==> src/design/vic_defines.vh <==
// Constants for the vectored interrupt controller
`ifndef VIC_DEFINES_VH
`define VIC_DEFINES_VH
// Source counts and widths
`define VIC_NIRQ         118
`define VIC_NSYNC        122
`define VIC_PRI_WORDS    30
`define VIC_LAST_IRQ     7'h75
`define VIC_IRQ_BASE     7'h08
// Vector table geometry
`define VIC_PRIMARY_BASE 24'h000004
`define VIC_ALT_OFFSET   24'h000100
`define VIC_ALT_BIT      15
`define VIC_TRAP_TOP     4'hF
// Register byte offsets
`define VIC_OFF_FLAG     12'h000
`define VIC_OFF_EN       12'h040
`define VIC_OFF_PRI      12'h080
`define VIC_OFF_CTRL2    12'h180
`define VIC_OFF_LEVEL    12'h184
`define VIC_OFF_TRAP     12'h188
`define VIC_OFF_STAT     12'h18C
`define VIC_SPAN_FLAG    12'h020
`define VIC_SPAN_PRI     12'h078
// Field masks and reset value
`define VIC_FLAG_MASK    128'h003F_FFFF_FFFF_FFFF_FFFF_FFFF_FFFF_FFFF
`define VIC_PRI_MASK     16'h7777
`define VIC_TRAP_MASK    16'h001E
`define VIC_CTRL2_MASK   16'h8000
`define VIC_LEVEL_MASK   16'h0007
`define VIC_ZERO16       16'h0000
// Bus responses
`define VIC_RESP_OKAY    2'h0
`define VIC_RESP_SLVERR  2'h2
`endif

==> src/design/vic_sync.v <==
// Two-stage synchroniser for request and trap lines
`timescale 1ns/100ps
`include "vic_defines.vh"
module vic_sync
(
  // Clock and reset
  input  wire                    clk_in,
  input  wire                    sys_rst_in,
  // Lines
  input  wire [`VIC_NSYNC-1:0]   async_in,
  output reg  [`VIC_NSYNC-1:0]   sync_out
);

  reg [`VIC_NSYNC-1:0] meta;

  // First stage feeds only the second stage
  always @(posedge clk_in)
  begin
    if (sys_rst_in)
    begin
      meta     <= {`VIC_NSYNC{1'b0}};
      sync_out <= {`VIC_NSYNC{1'b0}};
    end
    else
    begin
      meta     <= async_in;
      sync_out <= meta;
    end
  end

endmodule // vic_sync

==> src/design/vic_pri_mem.v <==
// Priority field memory with two registered read ports
`timescale 1ns/100ps
`include "vic_defines.vh"
module vic_pri_mem
(
  // Clock and reset
  input  wire        clk_in,
  input  wire        sys_rst_in,
  // Write port with byte strobes
  input  wire        wr_en_in,
  input  wire [4:0]  wr_addr_in,
  input  wire [1:0]  wr_strb_in,
  input  wire [15:0] wr_data_in,
  // Scan read port
  input  wire [4:0]  a_addr_in,
  output reg  [15:0] a_data_out,
  // Bus read port
  input  wire [4:0]  b_addr_in,
  output reg  [15:0] b_data_out
);

  reg [15:0] mem [0:`VIC_PRI_WORDS-1];
  integer    i;
  // Unused field bits are dropped before storage so they always read zero
  wire [15:0] wr_masked = wr_data_in & `VIC_PRI_MASK;

  // Words are cleared on reset so every source starts disabled
  always @(posedge clk_in)
  begin
    if (sys_rst_in)
    begin
      for (i = 0; i < `VIC_PRI_WORDS; i = i + 1)
        mem[i] <= `VIC_ZERO16;
      a_data_out <= `VIC_ZERO16;
      b_data_out <= `VIC_ZERO16;
    end
    else
    begin
      if (wr_en_in && wr_strb_in[0])
        mem[wr_addr_in][7:0] <= wr_masked[7:0];
      if (wr_en_in && wr_strb_in[1])
        mem[wr_addr_in][15:8] <= wr_masked[15:8];
      a_data_out <= mem[a_addr_in];
      b_data_out <= mem[b_addr_in];
    end
  end

endmodule // vic_pri_mem

==> src/design/vic_top.v <==
// Vectored interrupt controller with AXI4-Lite register access
// Function
// - Merge all requests into one core request
// - Seven user priority levels plus traps
// - Each source has its own vector
// - Equal levels resolved by fixed order
// - Constant entry and return latency
// - Primary table starts at 000004h, step two
// - Table holds 126 vectors, 118 interrupts
// - First eight vectors are unmaskable traps
// - Trap vectors 0-7 at fixed addresses
// - Each vector is a 24-bit address
// - Lower table address wins ties
// - Interrupt N at 000014h plus 2N
// - Flag/enable at N/16, priority at N/4
// - Alternate table after primary, select bit 15
// - Select bit routes all vectors to alternate
// - Reset clears registers, controller not involved
// - Request flags sticky until software clears
// - Three-bit priority field per source
// - Level high bit read-only for software
// - Taken vector and level latched for reading
//
// Chosen here: the register addresses and the AXI4-Lite interface to the registers.
`timescale 1ns/100ps
`include "vic_defines.vh"
module vic_top
(
  // Clock and reset
  input  wire                  clk_in,
  input  wire                  sys_rst_in,
  // Request sources
  input  wire [`VIC_NIRQ-1:0]  irq_line_in,
  input  wire [3:0]            trap_event_in,
  // Processor core handshake
  input  wire                  core_ack_in,
  input  wire                  core_ret_in,
  input  wire [3:0]            core_ret_level_in,
  output reg                   irq_req_out,
  output reg  [23:0]           vec_addr_out,
  output reg  [6:0]            vec_num_out,
  output reg  [3:0]            new_level_out,
  output reg  [3:0]            cpu_level_out,
  // AXI4-Lite write channels
  input  wire [11:0]           s_axi_awaddr_in,
  input  wire                  s_axi_awvalid_in,
  output reg                   s_axi_awready_out,
  input  wire [31:0]           s_axi_wdata_in,
  input  wire [3:0]            s_axi_wstrb_in,
  input  wire                  s_axi_wvalid_in,
  output reg                   s_axi_wready_out,
  output reg  [1:0]            s_axi_bresp_out,
  output reg                   s_axi_bvalid_out,
  input  wire                  s_axi_bready_in,
  // AXI4-Lite read channels
  input  wire [11:0]           s_axi_araddr_in,
  input  wire                  s_axi_arvalid_in,
  output reg                   s_axi_arready_out,
  output reg  [31:0]           s_axi_rdata_out,
  output reg  [1:0]            s_axi_rresp_out,
  output reg                   s_axi_rvalid_out,
  input  wire                  s_axi_rready_in
);

  // Byte-strobe merge of a 16-bit register
  function [15:0] merge16;
    input [15:0] old;
    input [15:0] data;
    input [1:0]  strb;
    begin
      merge16 = {strb[1] ? data[15:8] : old[15:8], strb[0] ? data[7:0] : old[7:0]};
    end
  endfunction

  // Aligned address inside a window
  function in_win;
    input [11:0] addr;
    input [11:0] base;
    input [11:0] span;
    begin
      in_win = ({addr[11:2], 2'h0} >= base) && ({addr[11:2], 2'h0} < base + span);
    end
  endfunction

  // Any mapped register
  function mapped;
    input [11:0] addr;
    reg   [11:0] wa;
    begin
      wa     = {addr[11:2], 2'h0};
      mapped = in_win(addr, `VIC_OFF_FLAG, `VIC_SPAN_FLAG)
            || in_win(addr, `VIC_OFF_EN, `VIC_SPAN_FLAG)
            || in_win(addr, `VIC_OFF_PRI, `VIC_SPAN_PRI)
            || wa == `VIC_OFF_CTRL2 || wa == `VIC_OFF_LEVEL
            || wa == `VIC_OFF_TRAP || wa == `VIC_OFF_STAT;
    end
  endfunction

  // Vector number to table address
  function [23:0] vec_addr;
    input [6:0] num;
    input       alt;
    begin
      vec_addr = `VIC_PRIMARY_BASE + (alt ? `VIC_ALT_OFFSET : 24'h000000)
               + {16'h0000, num, 1'b0};
    end
  endfunction

  // Read path stages
  localparam RD_IDLE = 2'h0;
  localparam RD_WAIT = 2'h1;
  localparam RD_LOAD = 2'h2;

  // State
  reg  [127:0] flags;
  reg  [127:0] en;
  reg  [15:0]  trap;
  reg  [15:0]  ctrl2;
  reg  [6:0]   stat_num;
  reg  [3:0]   stat_lvl;
  reg  [6:0]   idx;
  reg  [6:0]   eval_num;
  reg          eval_ok;
  reg          best_v;
  reg  [6:0]   best_n;
  reg  [2:0]   best_p;
  reg          aw_held;
  reg          w_held;
  reg  [11:0]  wr_addr;
  reg  [15:0]  wdata_h;
  reg  [1:0]   wstrb_h;
  reg  [11:0]  rd_addr;
  reg  [1:0]   rd_stage;
  reg  [127:0] next_flags;
  reg  [127:0] next_en;
  reg  [15:0]  next_trap;
  reg          next_bv;
  reg  [6:0]   next_bn;
  reg  [2:0]   next_bp;
  reg          trap_hit;
  reg  [6:0]   trap_n;
  reg  [15:0]  rd_mux;
  reg  [2:0]   cand_p;
  integer      n;
  wire [`VIC_NSYNC-1:0] line_sync;
  wire [15:0]  mem_a;
  wire [15:0]  mem_b;
  wire [11:0]  wa = {wr_addr[11:2], 2'h0};
  wire [11:0]  wr_rel = wr_addr - `VIC_OFF_PRI;
  wire [11:0]  rd_rel = rd_addr - `VIC_OFF_PRI;
  wire [11:0]  ra = {rd_addr[11:2], 2'h0};
  wire         wr_do = aw_held && w_held && !s_axi_bvalid_out;
  wire         ack_take = core_ack_in && irq_req_out;
  wire         level_wr = wr_do && wa == `VIC_OFF_LEVEL;
  wire         restart = ack_take || core_ret_in || level_wr;
  wire         finalize = eval_ok && eval_num == `VIC_LAST_IRQ;

  // Pin-side lines cross into the clock domain
  vic_sync u_sync
  (
    .clk_in     (clk_in),
    .sys_rst_in (sys_rst_in),
    .async_in   ({trap_event_in, irq_line_in}),
    .sync_out   (line_sync)
  );

  // Priority fields, four per word at N/4
  vic_pri_mem u_pri
  (
    .clk_in     (clk_in),
    .sys_rst_in (sys_rst_in),
    .wr_en_in   (wr_do && in_win(wr_addr, `VIC_OFF_PRI, `VIC_SPAN_PRI)),
    .wr_addr_in (wr_rel[6:2]),
    .wr_strb_in (wstrb_h),
    .wr_data_in (wdata_h),
    .a_addr_in  (idx[6:2]),
    .a_data_out (mem_a),
    .b_addr_in  (rd_rel[6:2]),
    .b_data_out (mem_b)
  );

  // Flag, enable and trap next values; a hardware set beats a software clear
  always @*
  begin
    next_flags = flags;
    next_en    = en;
    next_trap  = trap;
    if (wr_do && in_win(wr_addr, `VIC_OFF_FLAG, `VIC_SPAN_FLAG))
      next_flags[{wr_addr[4:2], 4'h0} +: 16] =
        merge16(flags[{wr_addr[4:2], 4'h0} +: 16], wdata_h, wstrb_h);
    if (wr_do && in_win(wr_addr, `VIC_OFF_EN, `VIC_SPAN_FLAG))
      next_en[{wr_addr[4:2], 4'h0} +: 16] =
        merge16(en[{wr_addr[4:2], 4'h0} +: 16], wdata_h, wstrb_h);
    if (wr_do && wa == `VIC_OFF_TRAP)
      next_trap = merge16(trap, wdata_h, wstrb_h);
    next_flags = (next_flags | {10'h000, line_sync[`VIC_NIRQ-1:0]}) & `VIC_FLAG_MASK;
    next_en    = next_en & `VIC_FLAG_MASK;
    next_trap  = (next_trap | {11'h000, line_sync[`VIC_NSYNC-1:`VIC_NIRQ], 1'b0})
               & `VIC_TRAP_MASK;
  end

  // Scan step: strict greater-than keeps the lower vector on a tie
  always @*
  begin
    cand_p  = mem_a[{eval_num[1:0], 2'h0} +: 3];
    next_bv = best_v;
    next_bn = best_n;
    next_bp = best_p;
    if (eval_ok && flags[eval_num] && en[eval_num]
        && {1'b0, cand_p} > cpu_level_out
        && (!best_v || cand_p > best_p))
    begin
      next_bv = 1'b1;
      next_bn = eval_num;
      next_bp = cand_p;
    end
  end

  // Trap pick: lowest pending trap above the current level
  always @*
  begin
    trap_hit = 1'b0;
    trap_n   = 7'h00;
    for (n = 4; n >= 1; n = n - 1)
      if (trap[n] && (`VIC_TRAP_TOP - n[3:0]) > cpu_level_out)
      begin
        trap_hit = 1'b1;
        trap_n   = n[6:0];
      end
  end

  // Register state; cleared on reset with no controller involvement
  always @(posedge clk_in)
  begin
    if (sys_rst_in)
    begin
      flags <= 128'h0;
      en    <= 128'h0;
      trap  <= `VIC_ZERO16;
      ctrl2 <= `VIC_ZERO16;
    end
    else
    begin
      flags <= next_flags;
      en    <= next_en;
      trap  <= next_trap;
      if (wr_do && wa == `VIC_OFF_CTRL2)
        ctrl2 <= merge16(ctrl2, wdata_h, wstrb_h) & `VIC_CTRL2_MASK;
    end
  end

  // Core level and status latch; the high level bit is never software-written
  always @(posedge clk_in)
  begin
    if (sys_rst_in)
    begin
      cpu_level_out <= 4'h0;
      stat_num      <= 7'h00;
      stat_lvl      <= 4'h0;
    end
    else if (ack_take)
    begin
      cpu_level_out <= new_level_out;
      stat_num      <= vec_num_out;
      stat_lvl      <= new_level_out;
    end
    else if (core_ret_in)
      cpu_level_out <= core_ret_level_in;
    else if (level_wr)
      cpu_level_out <= {cpu_level_out[3], wdata_h[2:0]};
  end

  // Full scan every time keeps the entry latency independent of data
  always @(posedge clk_in)
  begin
    if (sys_rst_in)
    begin
      idx          <= 7'h00;
      eval_num     <= 7'h00;
      eval_ok      <= 1'b0;
      best_v       <= 1'b0;
      best_n       <= 7'h00;
      best_p       <= 3'h0;
      irq_req_out  <= 1'b0;
      vec_addr_out <= 24'h000000;
      vec_num_out  <= 7'h00;
      new_level_out <= 4'h0;
    end
    else if (restart)
    begin
      idx         <= 7'h00;
      eval_ok     <= 1'b0;
      best_v      <= 1'b0;
      irq_req_out <= 1'b0;
    end
    else
    begin
      idx      <= (idx == `VIC_LAST_IRQ) ? 7'h00 : idx + 7'h01;
      eval_num <= idx;
      eval_ok  <= 1'b1;
      best_n   <= next_bn;
      best_p   <= next_bp;
      best_v   <= finalize ? 1'b0 : next_bv;
      if (finalize)
      begin
        irq_req_out <= trap_hit || next_bv;
        if (trap_hit)
        begin
          vec_num_out   <= trap_n;
          new_level_out <= `VIC_TRAP_TOP - trap_n[3:0];
          vec_addr_out  <= vec_addr(trap_n, ctrl2[`VIC_ALT_BIT]);
        end
        else
        begin
          vec_num_out   <= next_bn + `VIC_IRQ_BASE;
          new_level_out <= {1'b0, next_bp};
          vec_addr_out  <= vec_addr(next_bn + `VIC_IRQ_BASE, ctrl2[`VIC_ALT_BIT]);
        end
      end
    end
  end

  // Write address and data taken in either order, response after both
  always @(posedge clk_in)
  begin
    if (sys_rst_in)
    begin
      aw_held           <= 1'b0;
      w_held            <= 1'b0;
      wr_addr           <= 12'h000;
      wdata_h           <= `VIC_ZERO16;
      wstrb_h           <= 2'h0;
      s_axi_awready_out <= 1'b0;
      s_axi_wready_out  <= 1'b0;
      s_axi_bvalid_out  <= 1'b0;
      s_axi_bresp_out   <= `VIC_RESP_OKAY;
    end
    else
    begin
      if (s_axi_awvalid_in && s_axi_awready_out)
      begin
        aw_held           <= 1'b1;
        wr_addr           <= s_axi_awaddr_in;
        s_axi_awready_out <= 1'b0;
      end
      else if (!aw_held && !s_axi_bvalid_out)
        s_axi_awready_out <= 1'b1;
      if (s_axi_wvalid_in && s_axi_wready_out)
      begin
        w_held           <= 1'b1;
        wdata_h          <= s_axi_wdata_in[15:0];
        wstrb_h          <= s_axi_wstrb_in[1:0];
        s_axi_wready_out <= 1'b0;
      end
      else if (!w_held && !s_axi_bvalid_out)
        s_axi_wready_out <= 1'b1;
      if (wr_do)
      begin
        aw_held          <= 1'b0;
        w_held           <= 1'b0;
        s_axi_bvalid_out <= 1'b1;
        s_axi_bresp_out  <= mapped(wr_addr) ? `VIC_RESP_OKAY : `VIC_RESP_SLVERR;
      end
      else if (s_axi_bvalid_out && s_axi_bready_in)
        s_axi_bvalid_out <= 1'b0;
    end
  end

  // Read data selection; unused upper bits read zero
  always @*
  begin
    rd_mux = `VIC_ZERO16;
    if (in_win(rd_addr, `VIC_OFF_FLAG, `VIC_SPAN_FLAG))
      rd_mux = flags[{rd_addr[4:2], 4'h0} +: 16];
    else if (in_win(rd_addr, `VIC_OFF_EN, `VIC_SPAN_FLAG))
      rd_mux = en[{rd_addr[4:2], 4'h0} +: 16];
    else if (in_win(rd_addr, `VIC_OFF_PRI, `VIC_SPAN_PRI))
      rd_mux = mem_b;
    else if (ra == `VIC_OFF_CTRL2)
      rd_mux = ctrl2;
    else if (ra == `VIC_OFF_LEVEL)
      rd_mux = {12'h000, cpu_level_out};
    else if (ra == `VIC_OFF_TRAP)
      rd_mux = trap;
    else if (ra == `VIC_OFF_STAT)
      rd_mux = {4'h0, stat_lvl, 1'b0, stat_num};
  end

  // Read path waits one cycle for the registered memory port
  always @(posedge clk_in)
  begin
    if (sys_rst_in)
    begin
      rd_addr           <= 12'h000;
      rd_stage          <= RD_IDLE;
      s_axi_arready_out <= 1'b0;
      s_axi_rvalid_out  <= 1'b0;
      s_axi_rdata_out   <= 32'h00000000;
      s_axi_rresp_out   <= `VIC_RESP_OKAY;
    end
    else if (s_axi_arvalid_in && s_axi_arready_out)
    begin
      rd_addr           <= s_axi_araddr_in;
      s_axi_arready_out <= 1'b0;
      rd_stage          <= RD_WAIT;
    end
    else if (rd_stage == RD_WAIT)
      rd_stage <= RD_LOAD;
    else if (rd_stage == RD_LOAD)
    begin
      rd_stage         <= RD_IDLE;
      s_axi_rvalid_out <= 1'b1;
      s_axi_rdata_out  <= {16'h0000, rd_mux};
      s_axi_rresp_out  <= mapped(rd_addr) ? `VIC_RESP_OKAY : `VIC_RESP_SLVERR;
    end
    else if (s_axi_rvalid_out && s_axi_rready_in)
      s_axi_rvalid_out <= 1'b0;
    else if (!s_axi_rvalid_out)
      s_axi_arready_out <= 1'b1;
  end

endmodule // vic_top

==> config.mk <==
export PLATFORM = sky130hd
export DESIGN_NAME = vic_top
export DESIGN_NICKNAME = d
export VERILOG_FILES = /design/src/design/vic_sync.v /design/src/design/vic_pri_mem.v /design/src/design/vic_top.v
export VERILOG_INCLUDE_DIRS = /design/src /design/src/design
export SDC_FILE = /design/constraint.sdc
export NUM_CORES = 2
export LEC_CHECK = 0
export BUFFER_PORTS_ARGS = -buffer_cell sky130_fd_sc_hd__buf_4
export CORE_AREA = 4 4 332 334
export CTS_BUF_LIST = sky130_fd_sc_hd__clkbuf_16
export DETAILED_ROUTE_END_ITERATION = 7
export DIE_AREA = 0 0 336 338
export PLACE_DENSITY = 0.66
export SKIP_CTS_REPAIR_TIMING = 1
export SLEW_MARGIN = 10
export SYNTH_ARGS = -nofsm -noshare
export SYNTH_HDL_FRONTEND = slang
export SYNTH_SLANG_ARGS = --single-unit
==> constraint.sdc <==
create_clock -name clk_in -period 9.5 [get_ports clk_in]
set_input_delay 2.85 -clock clk_in [delete_from_list [all_inputs] [get_ports clk_in]]
set_output_delay 2.85 -clock clk_in [all_outputs]
set_load 0.01 [all_outputs]
==> metrics.cfg <==
[floorplanning]
rows = 120
die_area_um2 = 114000
initial_utilization = 0.450
core_um2 = 107000
dieHeight_um = 338
ios = 276
fp.dieW_um = 336

[detailed_routing]
routedWlPerCell_um = 26.0
routed-via-count = 35500
antenna_left = 0
dr.pass1.iters = 6
drtIter0Drc = 4827
via_per_inst = 6.06
wl_um = 152000
drc = 0

[global_route]
antenna_found_initial = 6
grt_use_met2 = 0.375
grt_pass1_wl_um = 222000
grt_use_met1 = 0.381
grt_max_degree = 228
grt_pass1_vias = 33400
grt_overflow = 0
met3_usage = 0.0840
top_usage_layer = met1
track_usage = 0.263

[pwr]
finalPower_mw = 9.62
p_per_area_nw_per_um2 = 178
vdd_drop_max_uv = 190
leakagePower_nw = 18.9

[flow_run]
maxCapViolCount = 0

[clocking]
h-tree-depth = 3
cts_tree = done
worstSkewPairLatency_ns = 0.73
root_buffer = clkbuf_16
cts_buffers = 107
numClockSinks = 1019
clk_pin_slew_ns = 0.06
clockBufferDepth = 3

[worst_setup_path]
start_kind = input pin
crit_arrival_ns = 5.62
end_kind = register
required_ns = 9.80
path_cells = buf_8 > nor3_1 > and2_1 > nand2_1 > o21ai_0
crit_path_top_delay_cell = o21ai_0
critical_path.max_stage_delay_ns = 0.96
critPathMaxFanout = 99
critPathKind = in -> reg

[synthesis]
synth_cell_types = 72
synth_fa_ha_area_frac = 0.00521
synth_compound_gate_area_share = 0.0817
yosys.area.top_type = dfxtp_1
synth_edf_count = 384
synthMuxAreaShare = 0.192
synth_top_flop_cell = dfxtp_1
synth-simple-area-share = 0.180
syn-cell-area_um2 = 48100
synthArstFlopShare = 0
synth_top_area_share = 0.264
synth_xor_area_frac = 0.00164
synth_commonest_cells = 635 x dfxtp_1, 543 x nor2_1, 384 x edfxtp_1, 372 x and2_1, 364 x nand2_1
syn_avg_cell_area_um2 = 11.1
ys_seq_area_frac = 0.504
synth.area.top_cells = dfxtp_1 26%, edfxtp_1 24%, mux4_2 16%
synth_seq_cells = 1019
yosysMostFrequentCell = dfxtp_1
yosys_warnings = 0
synth_top_family_by_area = multiplexers
synthCells = 4315

[place]
gp_congestion = 0.979
io_buffers = 220
hpwl_um = 107000

[timing]
slew_headroom = 0.104
period_needed_ns = 5.31
rsz0062_at_grt = no
finalSetupViolCount = 0
fin_setup_tns_ns = 0
post-route-period-util = 0.559
max_clock_freq_mhz = 188
tightest_slew_ns = 1.34
fin_worst_skew_ns = 0.0614
hold_viol = 0
slew_violations = 0

[finish]
nFillCells = 9427
layout.nets = 4573
drive_above_1_share = 0.189
ff_latch_area_um2 = 24300
multi_input_area_um2 = 22300
areaGrowthSynthToFinish_pct = 12.2

[hold_path]
hp-class = reg -> reg

[status]
outcome = finished clean

stage by stage:
stage | setup WS (ns) | hold slack, ns | instances | utilization | instance area (µm²)
CTS | 4.37 | 0.435 | 5848 | 0.505 | 54000
finish | 4.19 | 0.432 | 5850 | 0.505 | 54000
global route | 4.15 | 0.444 | 5848 | 0.505 | 54000
floorplan | 4.77 | 0.411 | 4347 | - | 48200
detailed placement | 3.64 | 0.421 | 5652 | 0.473 | 50500
global placement | 3.71 | 0.419 | 5652 | 0.473 | 50500
power breakdown:
group,leakage [nW],switching (mW),internal [mW]
Clock,1.77,1.82,2.23
Sequential,9.13,0.156,4.68
Combinational,8.04,0.429,0.308
Total,18.9,2.40,7.22
layout by cell type (no fill, tap or decap), drive strengths merged, types with 33 or more instances in the layout:
| master | instances |
|---|---|
| a21oi | 185 |
| clkbuf | 109 |
| mux4 | 350 |
| nor2 | 544 |
| nor2b | 270 |
| clkinv | 47 |
| buf | 275 |
| mux2i | 101 |
| edfxtp | 384 |
| and2 | 373 |
| inv | 65 |
| nor3 | 49 |
| a211oi | 143 |
| dfxtp | 635 |
| o21ai | 143 |
| nand2 | 364 |
| nand3 | 78 |
| conb | 33 |
routing by layer:
layer / part of all wire / wire (µm)
met4: 0.032 / 4820
met1: 0.42 / 63600
met3: 0.13 / 19800
met2: 0.42 / 63900
met5: 0.00070 / 106
kinds of logic (layout without fill, tap and decap cells):
family,after synthesis,after routing
DFF,1019,1019
and+or+nand+nor,1766,1766
other,1,35
buffers and inverters,406,504
adders and majority gates,20,20
muxes,480,480
xor gates and xnor gates,9,9
AOI/OAI and AO/OA,614,614
worst max-delay path: cells and delay by family:
family / cells / cell delay, ns
AOI/OAI and AO/OA: 1 / 0.96
buffers and inverters: 1 / 0.20
and+or+nand+nor: 3 / 1.48
path summary, 6_finish.rpt:
check	start	endpoint	slack, ns	depth (start not counted)
min	u_sync.meta[107]	u_sync.sync_out[107]	0.43	1
max reg2reg	eval_num[1]	vec_addr_out[7]	4.31	15
max	sys_rst_in	u_pri.mem[20][6]	4.19	5
min reg2reg	u_sync.meta[107]	u_sync.sync_out[107]	0.43	1
registers in the layout, indices dropped and copies added (netlist names), 8 cells and up:
signal and flops:
en 118, wdata_h 16, wr_addr 10, flags 118, u_pri.b_data_out 12, u_pri.a_data_out 12, s_axi_rdata_out 16, u_sync.meta 122
u_pri.mem 384, vec_addr_out 8, rd_addr 10, u_sync.sync_out 122
layout make-up:
type / count / area share
clock buffer: 109 / 0.0506
clock inverter: 87 / 0.0126
tap: 1403 / 0.0325
timing repair buffer: 275 / 0.0389
inverter: 33 / 0.00230
sequential: 1019 / 0.450
antenna: 2 / 0.0000928
multi-input combinational: 2922 / 0.413
No activity file was read; power rests on OpenSTA's default activity.
